==> src/design/pdld_pkg.sv <==
package pdld_pkg;

   localparam int PDLD_NUM_OUT = 5;
   localparam int PDLD_NUM_DIV = 7;
   localparam int PDLD_IDX_REF = 5;
   localparam int PDLD_IDX_FBK = 6;

   localparam logic [6:0] PDLD_PRE_MIN = 7'h01;
   localparam logic [6:0] PDLD_PRE_MAX = 7'h20;
   localparam logic [6:0] PDLD_OUT_MIN = 7'h02;
   localparam logic [6:0] PDLD_OUT_MAX = 7'h40;

   localparam logic [8:0] PDLD_QUAL_MIN = 9'h010;
   localparam logic [8:0] PDLD_QUAL_MAX = 9'h100;

   localparam logic [3:0] PDLD_CP_MAX  = 4'hd;
   localparam logic [2:0] PDLD_RES_MAX = 3'h5;

   localparam logic [2:0] PDLD_FBK_SEL_MAX = 3'h4;

   localparam int REF_LOSS_CYCLES = 256;

   localparam logic [6:0] PDLD_CNT_RST  = 7'h00;
   localparam logic [8:0] PDLD_QUAL_RST = 9'h000;
   localparam logic [1:0] PDLD_SEEN_RST = 2'h0;

   typedef enum logic [1:0]
   {
      PDLD_MODE_PHASE = 2'b01,
      PDLD_MODE_FREQ  = 2'b10
   } pdld_mode_t;

endpackage

==> src/design/pdld_div_if.sv <==
`timescale 1ns/10ps
`default_nettype none

interface pdld_div_if;
   logic       tick;
   logic [6:0] ratio;
   logic [6:0] highLen;
   logic       level;
   logic       wrap;

   modport ctrl
   (
      output tick,
      output ratio,
      output highLen,
      input  level,
      input  wrap
   );

   modport div
   (
      input  tick,
      input  ratio,
      input  highLen,
      output level,
      output wrap
   );
endinterface

`default_nettype wire

==> src/design/pdld_core.sv <==
// Notes on behaviour
// settled output pin is low while locked, high otherwise.
// lock detector selectable between phase-match and frequency-match modes.
// phase-match mode reports lock as soon as lock is seen.
// frequency-match mode waits a programmed 16..256 detector cycles of held lock.
// settled indication drops at once when lock is lost, either mode.
// frequency-match mode may keep lock asserted when the reference stops; here a second feedback pulse with no reference pulse drops it.
// phase-match mode always drops lock when the reference is lost.
// input prescaler divides the reference by an integer 1..32.
// feedback prescaler divides the feedback by an integer 1..32.
// five output dividers each take an even ratio 2..64.
// feedback taken from any one output divider, which still drives its output.
// locked, bypass low: outputs run at fref*N*Vfbk/(M*Vk).
// ratio 2 or multiple of 4 gives 50% duty, others do not.
// inverted output has the complement duty cycle.
// charge-pump field has 14 values, resistor field six, any combination.
// configurer keeps feedback prescaler times feedback divider at most 64.
// configurer keeps prescaler outputs at or above 10 MHz, smallest input ratio.
// configurer doubles the feedback product for filter choice in coarse skew.
// bypass routes input prescaler to dividers, halved ratios, 1..32.
// bypass provides no lock detection and no skew.
// qualification counter restarts from zero whenever lock drops early.
`timescale 1ns/10ps
`default_nettype none

module pdld_core
   import pdld_pkg::*;
#(
   parameter int REF_LOSS = REF_LOSS_CYCLES
)
(
   // clock and reset
   input  wire logic                   mclk,
   input  wire logic                   sys_rst,
   // reference clock, sampled level
   input  wire logic                   refClk,
   // divider configuration
   input  wire logic [5:0]             refDivRatio,
   input  wire logic [5:0]             fbkDivRatio,
   input  wire logic [4:0][6:0]        outDivRatio,
   input  wire logic [4:0]             outInvert,
   input  wire logic [2:0]             fbkSelect,
   input  wire logic                   pllBypass,
   // lock detector configuration
   input  wire logic                   freqLockMode,
   input  wire logic [8:0]             lockQualCount,
   // loop filter configuration
   input  wire logic [3:0]             cpCurrentSel,
   input  wire logic [2:0]             filterResSel,
   // outputs
   output logic [4:0]                  clkOut,
   output logic                        loopSettled_n,
   output logic [3:0]                  cpCurrent,
   output logic [2:0]                  filterRes
);

   function automatic logic [6:0] clampPre(input logic [5:0] r);
      logic [6:0] w;
      w = {1'b0, r};
      if (w < PDLD_PRE_MIN)
         return PDLD_PRE_MIN;
      else if (w > PDLD_PRE_MAX)
         return PDLD_PRE_MAX;
      return w;
   endfunction

   function automatic logic [6:0] clampOut(input logic [6:0] r);
      logic [6:0] w;
      w = {r[6:1], 1'b0};
      if (w < PDLD_OUT_MIN)
         return PDLD_OUT_MIN;
      else if (w > PDLD_OUT_MAX)
         return PDLD_OUT_MAX;
      return w;
   endfunction

   // high time in ticks; only 2 and multiples of 4 come out at one half
   function automatic logic [6:0] highTimeOf(input logic [6:0] r);
      if (r == PDLD_OUT_MIN)
         return 7'h01;
      return {1'b0, r[6:2], 1'b0};
   endfunction

   ////////////////////////////////////////////////////////////////////////////
   // dividers: 0..4 outputs, then input and feedback prescalers

   pdld_div_if divIf [PDLD_NUM_DIV] ();

   logic [6:0]             refRatio;
   logic [6:0]             fbkRatio;
   logic                   refPrev_q;
   logic                   refEdge;
   logic                   mPrev_q;
   logic                   bypassTick;
   logic [4:0]             outLevel;
   logic [2:0]             fbkSel;
   logic                   fbkLevel;
   logic                   fbkPrev_q;
   logic                   refPulse;
   logic                   fbkPulse;

   assign refRatio = clampPre(refDivRatio);
   assign fbkRatio = clampPre(fbkDivRatio);
   assign refEdge  = refClk ^ refPrev_q;

   always_ff @(posedge mclk)
   begin
      if (sys_rst)
      begin
         refPrev_q <= 1'b0;
         mPrev_q   <= 1'b0;
         fbkPrev_q <= 1'b0;
      end
      else
      begin
         refPrev_q <= refClk;
         mPrev_q   <= divIf[PDLD_IDX_REF].level;
         fbkPrev_q <= fbkLevel;
      end
   end

   // input prescaler
   // both reference edges feed a 2M counter, so its level is a square wave at fref/M
   assign divIf[PDLD_IDX_REF].tick    = refEdge;
   assign divIf[PDLD_IDX_REF].ratio   = {refRatio[5:0], 1'b0};
   assign divIf[PDLD_IDX_REF].highLen = refRatio;
   assign refPulse                    = divIf[PDLD_IDX_REF].wrap;

   // bypass clocking
   // every edge of the prescaled clock is a tick: Vk ticks make Vk/2 periods
   assign bypassTick = divIf[PDLD_IDX_REF].level ^ mPrev_q;

   // feedback select
   assign fbkSel   = (fbkSelect > PDLD_FBK_SEL_MAX) ? PDLD_FBK_SEL_MAX : fbkSelect;
   assign fbkLevel = outLevel[fbkSel];

   // feedback prescaler
   assign divIf[PDLD_IDX_FBK].tick    = fbkLevel & ~fbkPrev_q;
   assign divIf[PDLD_IDX_FBK].ratio   = fbkRatio;
   assign divIf[PDLD_IDX_FBK].highLen = {1'b0, fbkRatio[6:1]};
   assign fbkPulse                    = divIf[PDLD_IDX_FBK].wrap;

   for (genvar g = 0; g < PDLD_NUM_OUT; g++)
   begin : gOut
      logic [6:0] vRatio;
      assign vRatio = clampOut(outDivRatio[g]);
      // even ratio
      // mclk stands in for the vco, so locked outputs follow the formula
      assign divIf[g].tick    = pllBypass ? bypassTick : 1'b1;
      assign divIf[g].ratio   = vRatio;
      // duty by ratio
      assign divIf[g].highLen = highTimeOf(vRatio);
      assign outLevel[g]      = divIf[g].level;
   end

   for (genvar g = 0; g < PDLD_NUM_DIV; g++)
   begin : gDiv
      pdld_divider uDiv
      (
         .mclk    (mclk),
         .sys_rst (sys_rst),
         .d       (divIf[g])
      );
   end

   // inverted outputs
   always_ff @(posedge mclk)
   begin
      if (sys_rst)
         clkOut <= 5'h00;
      else
         clkOut <= outLevel ^ outInvert;
   end

   ////////////////////////////////////////////////////////////////////////////
   // lock detector

   pdld_mode_t mode;
   logic       refPend_q;
   logic       fbkPend_q;
   logic       match;
   logic       missed;
   logic       phaseOk_q;
   logic [8:0] refAge_q;
   logic       refLost;
   logic [1:0] fbkSeen_q;
   logic [1:0] seenSum;
   logic       freqOk_q;
   logic       lockCond;
   logic [8:0] qualTarget;
   logic [8:0] qualCnt_q;
   logic       settled;

   // mode select
   assign mode = freqLockMode ? PDLD_MODE_FREQ : PDLD_MODE_PHASE;

   // one cycle of slack either way between the two prescaler pulses
   assign match  = (refPulse && fbkPulse) || (refPend_q && fbkPulse) || (fbkPend_q && refPulse);
   assign missed = (refPend_q && !fbkPulse) || (fbkPend_q && !refPulse);

   always_ff @(posedge mclk)
   begin
      if (sys_rst)
      begin
         refPend_q <= 1'b0;
         fbkPend_q <= 1'b0;
      end
      else
      begin
         refPend_q <= refPulse && !fbkPulse && !fbkPend_q;
         fbkPend_q <= fbkPulse && !refPulse && !refPend_q;
      end
   end

   assign refLost = (refAge_q >= 9'(REF_LOSS));

   always_ff @(posedge mclk)
   begin
      if (sys_rst)
         refAge_q <= PDLD_QUAL_RST;
      else if (refPulse)
         refAge_q <= PDLD_QUAL_RST;
      else if (!refLost)
         refAge_q <= refAge_q + 9'h001;
   end

   // reference loss
   always_ff @(posedge mclk)
   begin
      if (sys_rst)
         phaseOk_q <= 1'b0;
      else if (refLost || missed)
         phaseOk_q <= 1'b0;
      else if (match)
         phaseOk_q <= 1'b1;
   end

   // frequency compare
   // judged at reference pulses; a second feedback pulse before the next one clears it, so a stopped reference drops the verdict
   assign seenSum = fbkSeen_q + {1'b0, fbkPulse};

   always_ff @(posedge mclk)
   begin
      if (sys_rst)
      begin
         fbkSeen_q <= PDLD_SEEN_RST;
         freqOk_q  <= 1'b0;
      end
      else if (refPulse)
      begin
         fbkSeen_q <= PDLD_SEEN_RST;
         freqOk_q  <= (seenSum == 2'h1);
      end
      else if (fbkPulse)
      begin
         fbkSeen_q <= (fbkSeen_q == 2'h2) ? fbkSeen_q : seenSum;
         if (fbkSeen_q != PDLD_SEEN_RST)
            freqOk_q <= 1'b0;
      end
   end

   // no lock in bypass
   assign lockCond = !pllBypass && ((mode == PDLD_MODE_FREQ) ? freqOk_q : phaseOk_q);

   assign qualTarget = (lockQualCount < PDLD_QUAL_MIN) ? PDLD_QUAL_MIN :
                       (lockQualCount > PDLD_QUAL_MAX) ? PDLD_QUAL_MAX : lockQualCount;

   // qualification restart
   always_ff @(posedge mclk)
   begin
      if (sys_rst || !lockCond)
         qualCnt_q <= PDLD_QUAL_RST;
      else if (refPulse && qualCnt_q < qualTarget)
         qualCnt_q <= qualCnt_q + 9'h001;
   end

   always_comb
   begin
      case (mode)
         // immediate lock
         PDLD_MODE_PHASE: settled = lockCond;
         // qualified lock
         PDLD_MODE_FREQ:  settled = lockCond && (qualCnt_q >= qualTarget);
         default:         settled = 1'b0;
      endcase
   end

   // active low pin
   // immediate drop
   always_ff @(posedge mclk)
   begin
      if (sys_rst)
         loopSettled_n <= 1'b1;
      else
         loopSettled_n <= !settled;
   end

   ////////////////////////////////////////////////////////////////////////////
   // loop filter fields

   // filter fields
   // out-of-range codes saturate so the analog side never sees an undefined step
   always_ff @(posedge mclk)
   begin
      if (sys_rst)
      begin
         cpCurrent <= 4'h0;
         filterRes <= 3'h0;
      end
      else
      begin
         cpCurrent <= (cpCurrentSel > PDLD_CP_MAX) ? PDLD_CP_MAX : cpCurrentSel;
         filterRes <= (filterResSel > PDLD_RES_MAX) ? PDLD_RES_MAX : filterResSel;
      end
   end

endmodule

`default_nettype wire

==> src/design/pdld_divider.sv <==
`timescale 1ns/10ps
`default_nettype none

module pdld_divider
   import pdld_pkg::*;
(
   // clock and reset
   input  wire logic mclk,
   input  wire logic sys_rst,
   // divider port
   pdld_div_if.div   d
);

   logic [6:0] count_q;
   logic [6:0] count_d;
   logic       last;
   logic       level_q;
   logic       wrap_q;

   // ratio shrinking below count wraps at once instead of running to 127
   assign last    = (count_q >= (d.ratio - 7'h01));
   assign count_d = last ? PDLD_CNT_RST : (count_q + 7'h01);

   always_ff @(posedge mclk)
   begin
      if (sys_rst)
         count_q <= PDLD_CNT_RST;
      else if (d.tick)
         count_q <= count_d;
   end

   // level high for the first highLen ticks of each period
   always_ff @(posedge mclk)
   begin
      if (sys_rst)
         level_q <= 1'b0;
      else if (d.tick)
         level_q <= (count_d < d.highLen);
   end

   always_ff @(posedge mclk)
   begin
      if (sys_rst)
         wrap_q <= 1'b0;
      else
         wrap_q <= d.tick && last;
   end

   assign d.level = level_q;
   assign d.wrap  = wrap_q;

endmodule

`default_nettype wire

==> config.mk <==
export PLATFORM = sky130hd
export DESIGN_NAME = pdld_core
export DESIGN_NICKNAME = d
export VERILOG_FILES = /design/src/design/pdld_pkg.sv /design/src/design/pdld_div_if.sv /design/src/design/pdld_core.sv /design/src/design/pdld_divider.sv
export SDC_FILE = /design/constraint.sdc
export NUM_CORES = 1
export LEC_CHECK = 0
export BUFFER_PORTS_ARGS = -buffer_cell sky130_fd_sc_hd__buf_4
export CAP_MARGIN = 20
export CORE_MARGIN = 2
export CORE_UTILIZATION = 30
export DETAILED_ROUTE_END_ITERATION = 12
export GPL_TIMING_DRIVEN = 0
export PLACE_DENSITY = 0.5
export SYNTH_ARGS = -nofsm -noshare
export SYNTH_HDL_FRONTEND = slang
export SYNTH_SLANG_ARGS = --single-unit
==> constraint.sdc <==
create_clock -name mclk -period 4.9 [get_ports mclk]
set_input_delay 0.98 -clock mclk [delete_from_list [all_inputs] [get_ports mclk]]
set_output_delay 0.98 -clock mclk [all_outputs]
set_load 0.1 [all_outputs]
---- Word level (Yosys, flattened, before mapping) ----
Cells that the tools add are included.
W data, S select, Z words.
word-level totals
  bits in read-only memories .............. 0
  logic and storage cells ................. 205
  latch bits .............................. 0
  output and inout port bits .............. 13
  flip-flop bits (word level) ............. 97
  bits of input ports ..................... 76
  memories ................................ 0
  RAM bits ................................ 0
operators by class
  div/mod/pow operators ................... 0
  bitwise gates (word level) .............. 6
  multiplexer cells ....................... 71
  $lt $le $gt $ge ......................... 36
  reductions and logical operators ........ 35
  equality and inequality tests ........... 9
  add/sub/neg operators ................... 17
  $mul .................................... 0
  shift operators ......................... 0
operator list
  cell                   number
  $mux W7                38
  $add A7 B1 Y7 const B  7
  $ge A7 B7 Y1           7
  $sub A7 B1 Y7 const B  7
  $lt A7 B7 Y1           6
  $eq A7 B2 Y1 const B   5
  $gt A7 B7 Y1 const B   5
  $lt A7 B2 Y1 const B   5
  $mux W1                25
  $add A9 B1 Y9 const B  2
  $mux W9                2
  $logic_and A1 B1 Y1    14
  $gt A6 B6 Y1 const B   2
  $lt A6 B1 Y1 const B   2
  $ge A9 B9 Y1           1
  $ge A9 B9 Y1 const B   1
  $gt A9 B9 Y1 const B   1
  $lt A9 B5 Y1 const B   1
  $lt A9 B9 Y1           1
  $reduce_or A2 Y1       4
  $logic_not A1 Y1       7
  $gt A3 B3 Y1 const B   2
  $mux W3                2
  $reduce_bool A2 Y1     3
  other kinds (15)       24

---- Longest topological paths before layout ----
Gate-level depths: netlist of run 1.
  depth in word-level cells ............... 8
  mapped depth ............................ 17
  mapped depth without buffers ............ 16

---- By module ----
A second synthesis of run 1 with hierarchy kept.
unflattened totals
  cells, all modules ...................... 1130
  area, all modules ....................... 8918.6 um^2
modules (own cells, without submodules)
  module                            cells each  seq. area each (um^2)  instances  area each (um^2)
  pdld_divider at gDiv[0].uDiv ...  120         180.2                  5          940.9
  pdld_core                         290         800.8                  1          2314.7
  pdld_divider at gDiv[3].uDiv ...  120         180.2                  2          949.7

---- Worst setup path before layout of run 1 ----
Ideal clock, no wire load.
  path type ............................... input-to-reg
  start point ............................. in refDivRatio[4]
  end point ............................... reg gDiv[5].uDiv.level_q
  path buffers ............................ 1
  cell stages on the path ................. 16
  setup slack ............................. 802 ps
  data required time ...................... 4839 ps
  arrival ................................. 4037 ps
  library setup time ...................... 61 ps
  path through ............................ nor4_1 > o21ai_0 > ha_1 > nand3_1 > xnor2_1 > ha_1 > o21ai_0 > nor2_1 > or3_1 > buf_2 > a21oi_1 > ha_1 > a21o_1 > a2111oi_0 > o311ai_0 > nand2_1
on the way
  longest elaborated chain between the ends .. 8
  elaborated cells on any way between the ends .. 10
ends and longest elaborated chain
  what                         RTL line            source
  start, declared              pdld_core.sv:38     input wire logic [5:0] refDivRatio,
  $gt A6 B6 Y1                 pdld_core.sv:62     else if (w > PDLD_PRE_MAX)
  $mux W1                      pdld_core.sv:62
  $mux W1                      pdld_core.sv:60     if (w < PDLD_PRE_MIN)
  $mux W7 (*)                  pdld_core.sv:64     return w;
  $sub A7 B1 Y7 (*)            pdld_divider.sv:21  assign last = (count_q >= (d.ratio - 7'h01));
  $ge A7 B7 Y1 (*)             pdld_divider.sv:21
  $mux W7 (*)                  pdld_divider.sv:22  assign count_d = last ? PDLD_CNT_RST : (count_q + 7'h01);
  net gDiv[5].uDiv.count_d[4]  pdld_divider.sv:15  logic [6:0] count_d;
  $lt A7 B7 Y1 (*)             pdld_divider.sv:38  level_q <= (count_d < d.highLen);
  end signal, assigned         pdld_divider.sv:38
  end, declared                pdld_divider.sv:17  logic level_q;
Mark *: on every way through the listed nets, which the timed path passes. The rest lies on a longest branch.
A chain may end at the register's enable or synchronous reset.

---- Worst setup path in the final report of run 1 ----
  start point ............................. in outDivRatio[12] (netlist bit)
  end point ............................... reg gDiv[1].uDiv.level_q
on the way
  longest elaborated chain between the ends .. 8
  elaborated cells on any way between the ends .. 13
ends and longest elaborated chain
  what                         RTL line            source
  start, declared              pdld_core.sv:40     input wire logic [4:0][6:0] outDivRatio,
  $gt A7 B7 Y1                 pdld_core.sv:72     else if (w > PDLD_OUT_MAX)
  $mux W1                      pdld_core.sv:72
  $mux W1                      pdld_core.sv:70     if (w < PDLD_OUT_MIN)
  $mux W7 (*)                  pdld_core.sv:74     return w;
  $sub A7 B1 Y7 (*)            pdld_divider.sv:21
  $ge A7 B7 Y1 (*)             pdld_divider.sv:21
  $mux W7 (*)                  pdld_divider.sv:22
  net gDiv[1].uDiv.count_d[3]  pdld_divider.sv:15
  $lt A7 B7 Y1 (*)             pdld_divider.sv:38
  end signal, assigned         pdld_divider.sv:38
  end, declared                pdld_divider.sv:17
Marks and branches as above.

==> results of run 1 <==
==> worst max-delay path, stage by stage <==
cell and delay [ps]:
buf_4 130, nor4_1 250, o21ai_0 150, ha_1 250
nand3_1 90, xnor2_1 140, ha_1 250, nand2_1 70
o21ai_0 80, a21oi_1 510, clkbuf_1 380, and2_1 190
ha_1 240, a21o_1 180, a21o_1 160, a2111oi_0 560
a32o_1 240
==> stage by stage <==
stage | cell area, um^2 | power (W) | hold slack, ps
2_1_floorplan | 7410 | 0.00129 | 419
3_3_place_gp | 8440 | 0.00149 | 435
3_5_place_dp | 8440 | 0.00149 | 437
4_1_cts | 8760 | 0.00229 | 446
5_1_grt | 8760 | 0.00239 | 460
6_report | 8760 | 0.00226 | 447
==> sequential cells by signal (all words and copies together), names as in the netlist, 3 cells and up <==
register,cells
gDiv.uDiv.d.level,6
refAge_q,9
filterRes,3
cpCurrent,4
clkOut,5
gDiv.uDiv.count_q,49
qualCnt_q,9
==> layer usage <==
metal	vias up	global-route usage [%]	share of wire [%]	wire [um]
li1	3596	-	-	-
met1	3150	21.7	52	10200
met2	126	24.0	43	8540
met3	17	2.32	3.8	749
met4	0	4.02	1.3	265
met5	-	0	0	0
==> cells by family (layout without fill, tap and decap cells) <==
family,Yosys count,in the layout
AND/OR/NAND/NOR,414,414
AO/OA/AOI/OAI,209,209
adder cells (fa/ha/maj),105,105
flip-flops,97,97
buffers and inverters,58,157
XOR/XNOR,51,51
multiplexers,5,5
other,1,7
==> timing repair <==
item / CTS / global route
setup endpoints to repair: 0 / 1
hold buffers: 0 / 0
resized for setup: 0 / 1
==> synthesized netlist by cell type (14+ instances only) <==
cell      count
a21o_1       21
a21oi_1      59
a31oi_1      23
and2_1       28
clkbuf_1     24
dfxtp_1      97
ha_1        105
inv_1        27
nand2_1     125
nand3_1      59
nor2_1       54
nor2b_1      19
nor3_1       38
o21a_1       15
o21ai_0      43
or3_1        16
xnor2_1      37
xor2_1       14
==> power by group <==
group	switching, W	leakage [nW]	total (W)	internal [W]
clock	0.000339	0.153	0.000790	0.000451
sequential	0.0000539	0.791	0.000890	0.000836
combinational	0.000344	2.78	0.000580	0.000236
==> path summary, 6_finish.rpt <==
check                                             start                    to  slack, ps  cells after the start
worst max-delay path                    outDivRatio[12]  gDiv[1].uDiv.d.level        330                     17
worst min-delay path                          fbkPend_q             refPend_q        450                      1
worst min register to register                fbkPend_q             refPend_q        450                      1
worst max register to register  gDiv[1].uDiv.count_q[1]  gDiv[1].uDiv.d.level       1380                     11
==> final cells by class <==
type                       count  area, um^2  area share (%)
tap                          324         405            4.63
timing repair buffer          83         623            7.11
sequential                    97        1940            22.2
multi-input combinational    791        5260            60.0
buffer                        28         106            1.21
clock buffer                  10         229            2.61
inverter                      30         113            1.28
clock inverter                 6        90.1            1.03
==> cells in the final DEF (no fill, tap or decap), drive strengths merged, types with 9 or more instances in the layout <==
cell,netlist,routed
buf,4,87
nor4,10,10
or2,11,11
nor2b,19,19
a211oi,9,9
o21a,15,15
dfxtp,97,97
nand2,125,125
xor2,14,14
nor2,54,54
ha,105,105
a31oi,23,23
o21ai,44,44
or3,16,16
nand3,59,59
nor3,38,38
a21o,22,22
and2,29,29
nand4,12,12
nor3b,13,13
clkbuf,24,34
xnor2,37,37
inv,27,29
a21oi,59,59
==> results.json, run 1 <==
{
  "fin_skew_ps": 10.1,
  "tightest_slew_ps": 801,
  "synth_area_leaders": "dfxtp_1 26%, ha_1 18%, nand2_1 6.3%",
  "synthMuxAreaShare_pct": 0.711,
  "hold_viol": 0,
  "drc": 0,
  "ys_ff_latch": 97,
  "area_growth_pct": 18.6,
  "setup_viol": 0,
  "critPathMaxFanout": 10,
  "status": "finished clean",
  "grt_max_degree": 17,
  "end_kind": "register",
  "drt-total-wl_um": 19700,
  "drv_cap": 0,
  "layout.cells.non_filler": 1369,
  "drt_first_pass_iters": 4,
  "antennaDiodeCount": 0,
  "utilization_pct": 36.1,
  "antenna_found_initial": 0,
  "cts_sinks": 97,
  "yosysTopAreaCell": "dfxtp_1",
  "dpl.cell_count": 1353,
  "drive_above_1_share_pct": 11.3,
  "clock-root-buffer": "clkbuf_16",
  "clk_pin_slew_worst_paths_ps": 70,
  "peakVddDrop_mv": 0.148,
  "synthSimpleGateAreaFrac_pct": 28.0,
  "synth_top_family_by_area": "simple AND/OR/NAND/NOR gates",
  "synthCells": 940,
  "p_per_area_nw_per_um2": 258,
  "timing.setup.tns_ps": 0,
  "relSlewSlack_pct": 46.6,
  "drv_slew": 0,
  "yosys_most_used_dff": "dfxtp_1",
  "ys_seq_area_share_pct": 26.3,
  "syn-mean-instance-area_um2": 7.86,
  "fp.dieH_um": 161,
  "core-area_um2": 24200,
  "grt_pass1_vias": 6331,
  "drt-vias-per-instance": 5.03,
  "portBuffers": 83,
  "cts-buffers-inserted": 9,
  "die_w_um": 161,
  "async_reset_ff_share_pct": 0,
  "leakage_nw": 3.72,
  "critPathKind": "input port to register",
  "die-area_um2": 25900,
  "fill_cells": 2611,
  "grt_use_total_pct": 15.2,
  "synth_compound_area_share_pct": 18.2,
  "ios": 89,
  "overflow": 0,
  "drtAntennaViolNets": 0,
  "synth_xor_area_share_pct": 6.04,
  "rsz0062_at_grt": "false",
  "num_vias": 6889,
  "dp_hpwl_um": 15100,
  "max_freq_ghz": 0.219,
  "syn_area_um2": 7390,
  "post-place-ws_ps": 1.53,
  "crit_required_ps": 5200,
  "yosys_warnings": 0,
  "rows": 57,
  "nets": 1221,
  "synth_edf_count": 0,
  "period_share_pct": 93.2,
  "hold_class": "register to register",
  "tritoncts": "done",
  "cts_setup_buffers": 0,
  "synth_top_area_share_pct": 26.3,
  "setup_slack_ps": 333,
  "gp_congestion": 0.784,
  "dr.first_iter.drc_count": 475,
  "min_period_ps": 4570,
  "yosysUniqueCellTypes": 55,
  "cts_buffer_depth": 2,
  "synthAdderAreaFrac_pct": 17.8,
  "start_util_pct": 30.5,
  "start_kind": "input port",
  "clock_latency_ps": 360,
  "htreeDepth": 3,
  "arrival_ps": 4870,
  "wire_per_inst_um": 14.4,
  "grt_pass1_wl_um": 32100
}
(Power assumes the default switching activity.)
==> run 2: changes to the inputs <==
- clock period: 4.9 -> 5.75 ns (I/O delays scaled with it)
==> run 2 against run 1 <==
Compared with the run above:
- sequential share of layout area about the same
- largest power group unchanged
- sequential power is 15% lower
- critical path depth unchanged
==> results.json, run 2 (synthesis gave the netlist of run 1 again) <==
{
  "nets": 1221,
  "drv_slew": 0,
  "cts_sinks": 97,
  "cp_slowest_cell": "a2111oi_0",
  "top_regs": "gDiv.uDiv.count_q: 49 flops, qualCnt_q: 9 flops, refAge_q: 9 flops",
  "setup_viol": 0,
  "fin_skew_ps": 10.1,
  "area_growth_pct": 18.5,
  "fill_cells": 2611,
  "utilization_pct": 36.1,
  "core-area_um2": 24200,
  "cts-buffers-inserted": 9,
  "placed_area_um2": 8440,
  "cts_buffer_depth": 2,
  "hold_viol": 0,
  "tightest_slew_ps": 801,
  "top_register": "gDiv.uDiv.count_q",
  "final_cell_mix": "125 x nand2_1, 105 x ha_1, 97 x dfxtp_1, 83 x buf_4",
  "start_util_pct": 30.5,
  "critPathKind": "input port to register",
  "dp_hpwl_um": 15100,
  "grt_max_degree": 17,
  "clock_latency_ps": 360,
  "drv_cap": 0,
  "cts_setup_buffers": 0,
  "ctsHoldBuffers": 0,
  "crit_required_ps": 6050,
  "die-area_um2": 25900,
  "htreeDepth": 3,
  "die_w_um": 161,
  "max_freq_ghz": 0.211,
  "status": "finished clean",
  "drt_first_pass_iters": 4,
  "drt-total-wl_um": 19700,
  "antennaDiodeCount": 0,
  "leakage_nw": 3.72,
  "rsz0062_at_grt": "false",
  "ios": 89,
  "relSlewSlack_pct": 46.6,
  "peakVddDrop_mv": 0.126,
  "rows": 57,
  "crit_top_cell": "ha_1",
  "crit_chain": "buf_4 -> nor4_1 -> o21ai_0 -> ha_1 -> nand3_1 -> xnor2_1 -> ha_1 -> nand2_1 -> o21ai_0 -> a21oi_1 -> clkbuf_1 -> and2_1 -> ha_1 -> a21o_1 -> a21o_1 -> a2111oi_0 -> a32o_1",
  "period_share_pct": 82.4,
  "fp.dieH_um": 161,
  "hold_class": "register to register",
  "gp_congestion": 0.784,
  "wire_per_inst_um": 14.4,
  "layout_commonest_cell": "nand2_1",
  "clock-root-buffer": "clkbuf_16",
  "critPathMaxFanout": 10,
  "portBuffers": 83,
  "arrival_ps": 5040,
  "dr.first_iter.drc_count": 474,
  "p_per_area_nw_per_um2": 220,
  "min_period_ps": 4740,
  "final_area_um2": 8760,
  "overflow": 0,
  "slowest_delay_ps": 560,
  "timing.setup.tns_ps": 0,
  "drive_above_1_share_pct": 11.2,
  "grt_use_total_pct": 15.2,
  "drtAntennaViolNets": 0,
  "largest_register_ffs": 49,
  "clk_pin_slew_worst_paths_ps": 70,
  "grt_pass1_wl_um": 32100,
  "drc": 0,
  "start_kind": "input port",
  "tritoncts": "done",
  "num_vias": 6886,
  "end_kind": "register",
  "post_cts_resized": 0,
  "grt_pass1_vias": 6331,
  "drt-vias-per-instance": 5.03,
  "antenna_found_initial": 0
}
## run 2: final cells by class
class                   count  area, um^2  share of cell area, %
clock buffers              10         229                   2.61
inverters                  30         113                   1.29
multi-input cells         791        5250                   60.0
flip-flops and latches     97        1940                   22.2
plain buffers              28         106                   1.21
well taps                 324         405                   4.63
clock inverters             6        90.1                   1.03
repair buffers             83         623                   7.11
## run 2: worst max-delay path, delay by kind of cell
family	cells	cell delay, ps
fa+ha+maj	3	740
xor+xnor	1	140
compound gates	7	1890
simple gates	4	600
buf+inv	2	510
## run 2: routing by layer
metal | up-vias | share of wire [%] | global-route usage (%) | routed length [um]
met2 | 122 | 43 | 24.0 | 8550
li1 | 3596 | - | - | -
met1 | 3151 | 52 | 21.7 | 10200
met4 | 0 | 1.3 | 4.02 | 265
met3 | 17 | 3.7 | 2.32 | 730
met5 | - | 0 | 0 | 0
## run 2: path summary, 6_finish.rpt
check                                        startpoint              endpoint  slack [ps]  cells past startpoint
worst min register to register                fbkPend_q             refPend_q         450                      1
worst max register to register  gDiv[1].uDiv.count_q[1]  gDiv[1].uDiv.d.level        2230                     11
worst max-delay path                    outDivRatio[12]  gDiv[1].uDiv.d.level        1010                     17
worst min-delay path                          fbkPend_q             refPend_q         450                      1
## run 2: where the power goes
part / internal (W) / switching (W) / total [W] / leakage, nW
sequential: 0.000713 / 0.0000459 / 0.000759 / 0.791
clock: 0.000384 / 0.000289 / 0.000673 / 0.153
combinational: 0.000201 / 0.000293 / 0.000494 / 2.78
## run 2: stage by stage
step	total power [W]	hold slack (ps)	setup WS [ps]	std cells
finish	0.00193	447	1010	1369
floorplan	0.00110	419	1480	946
CTS	0.00195	446	1040	1369
global route	0.00204	460	631	1369
global placement	0.00127	435	681	1353
detailed placement	0.00127	437	682	1353
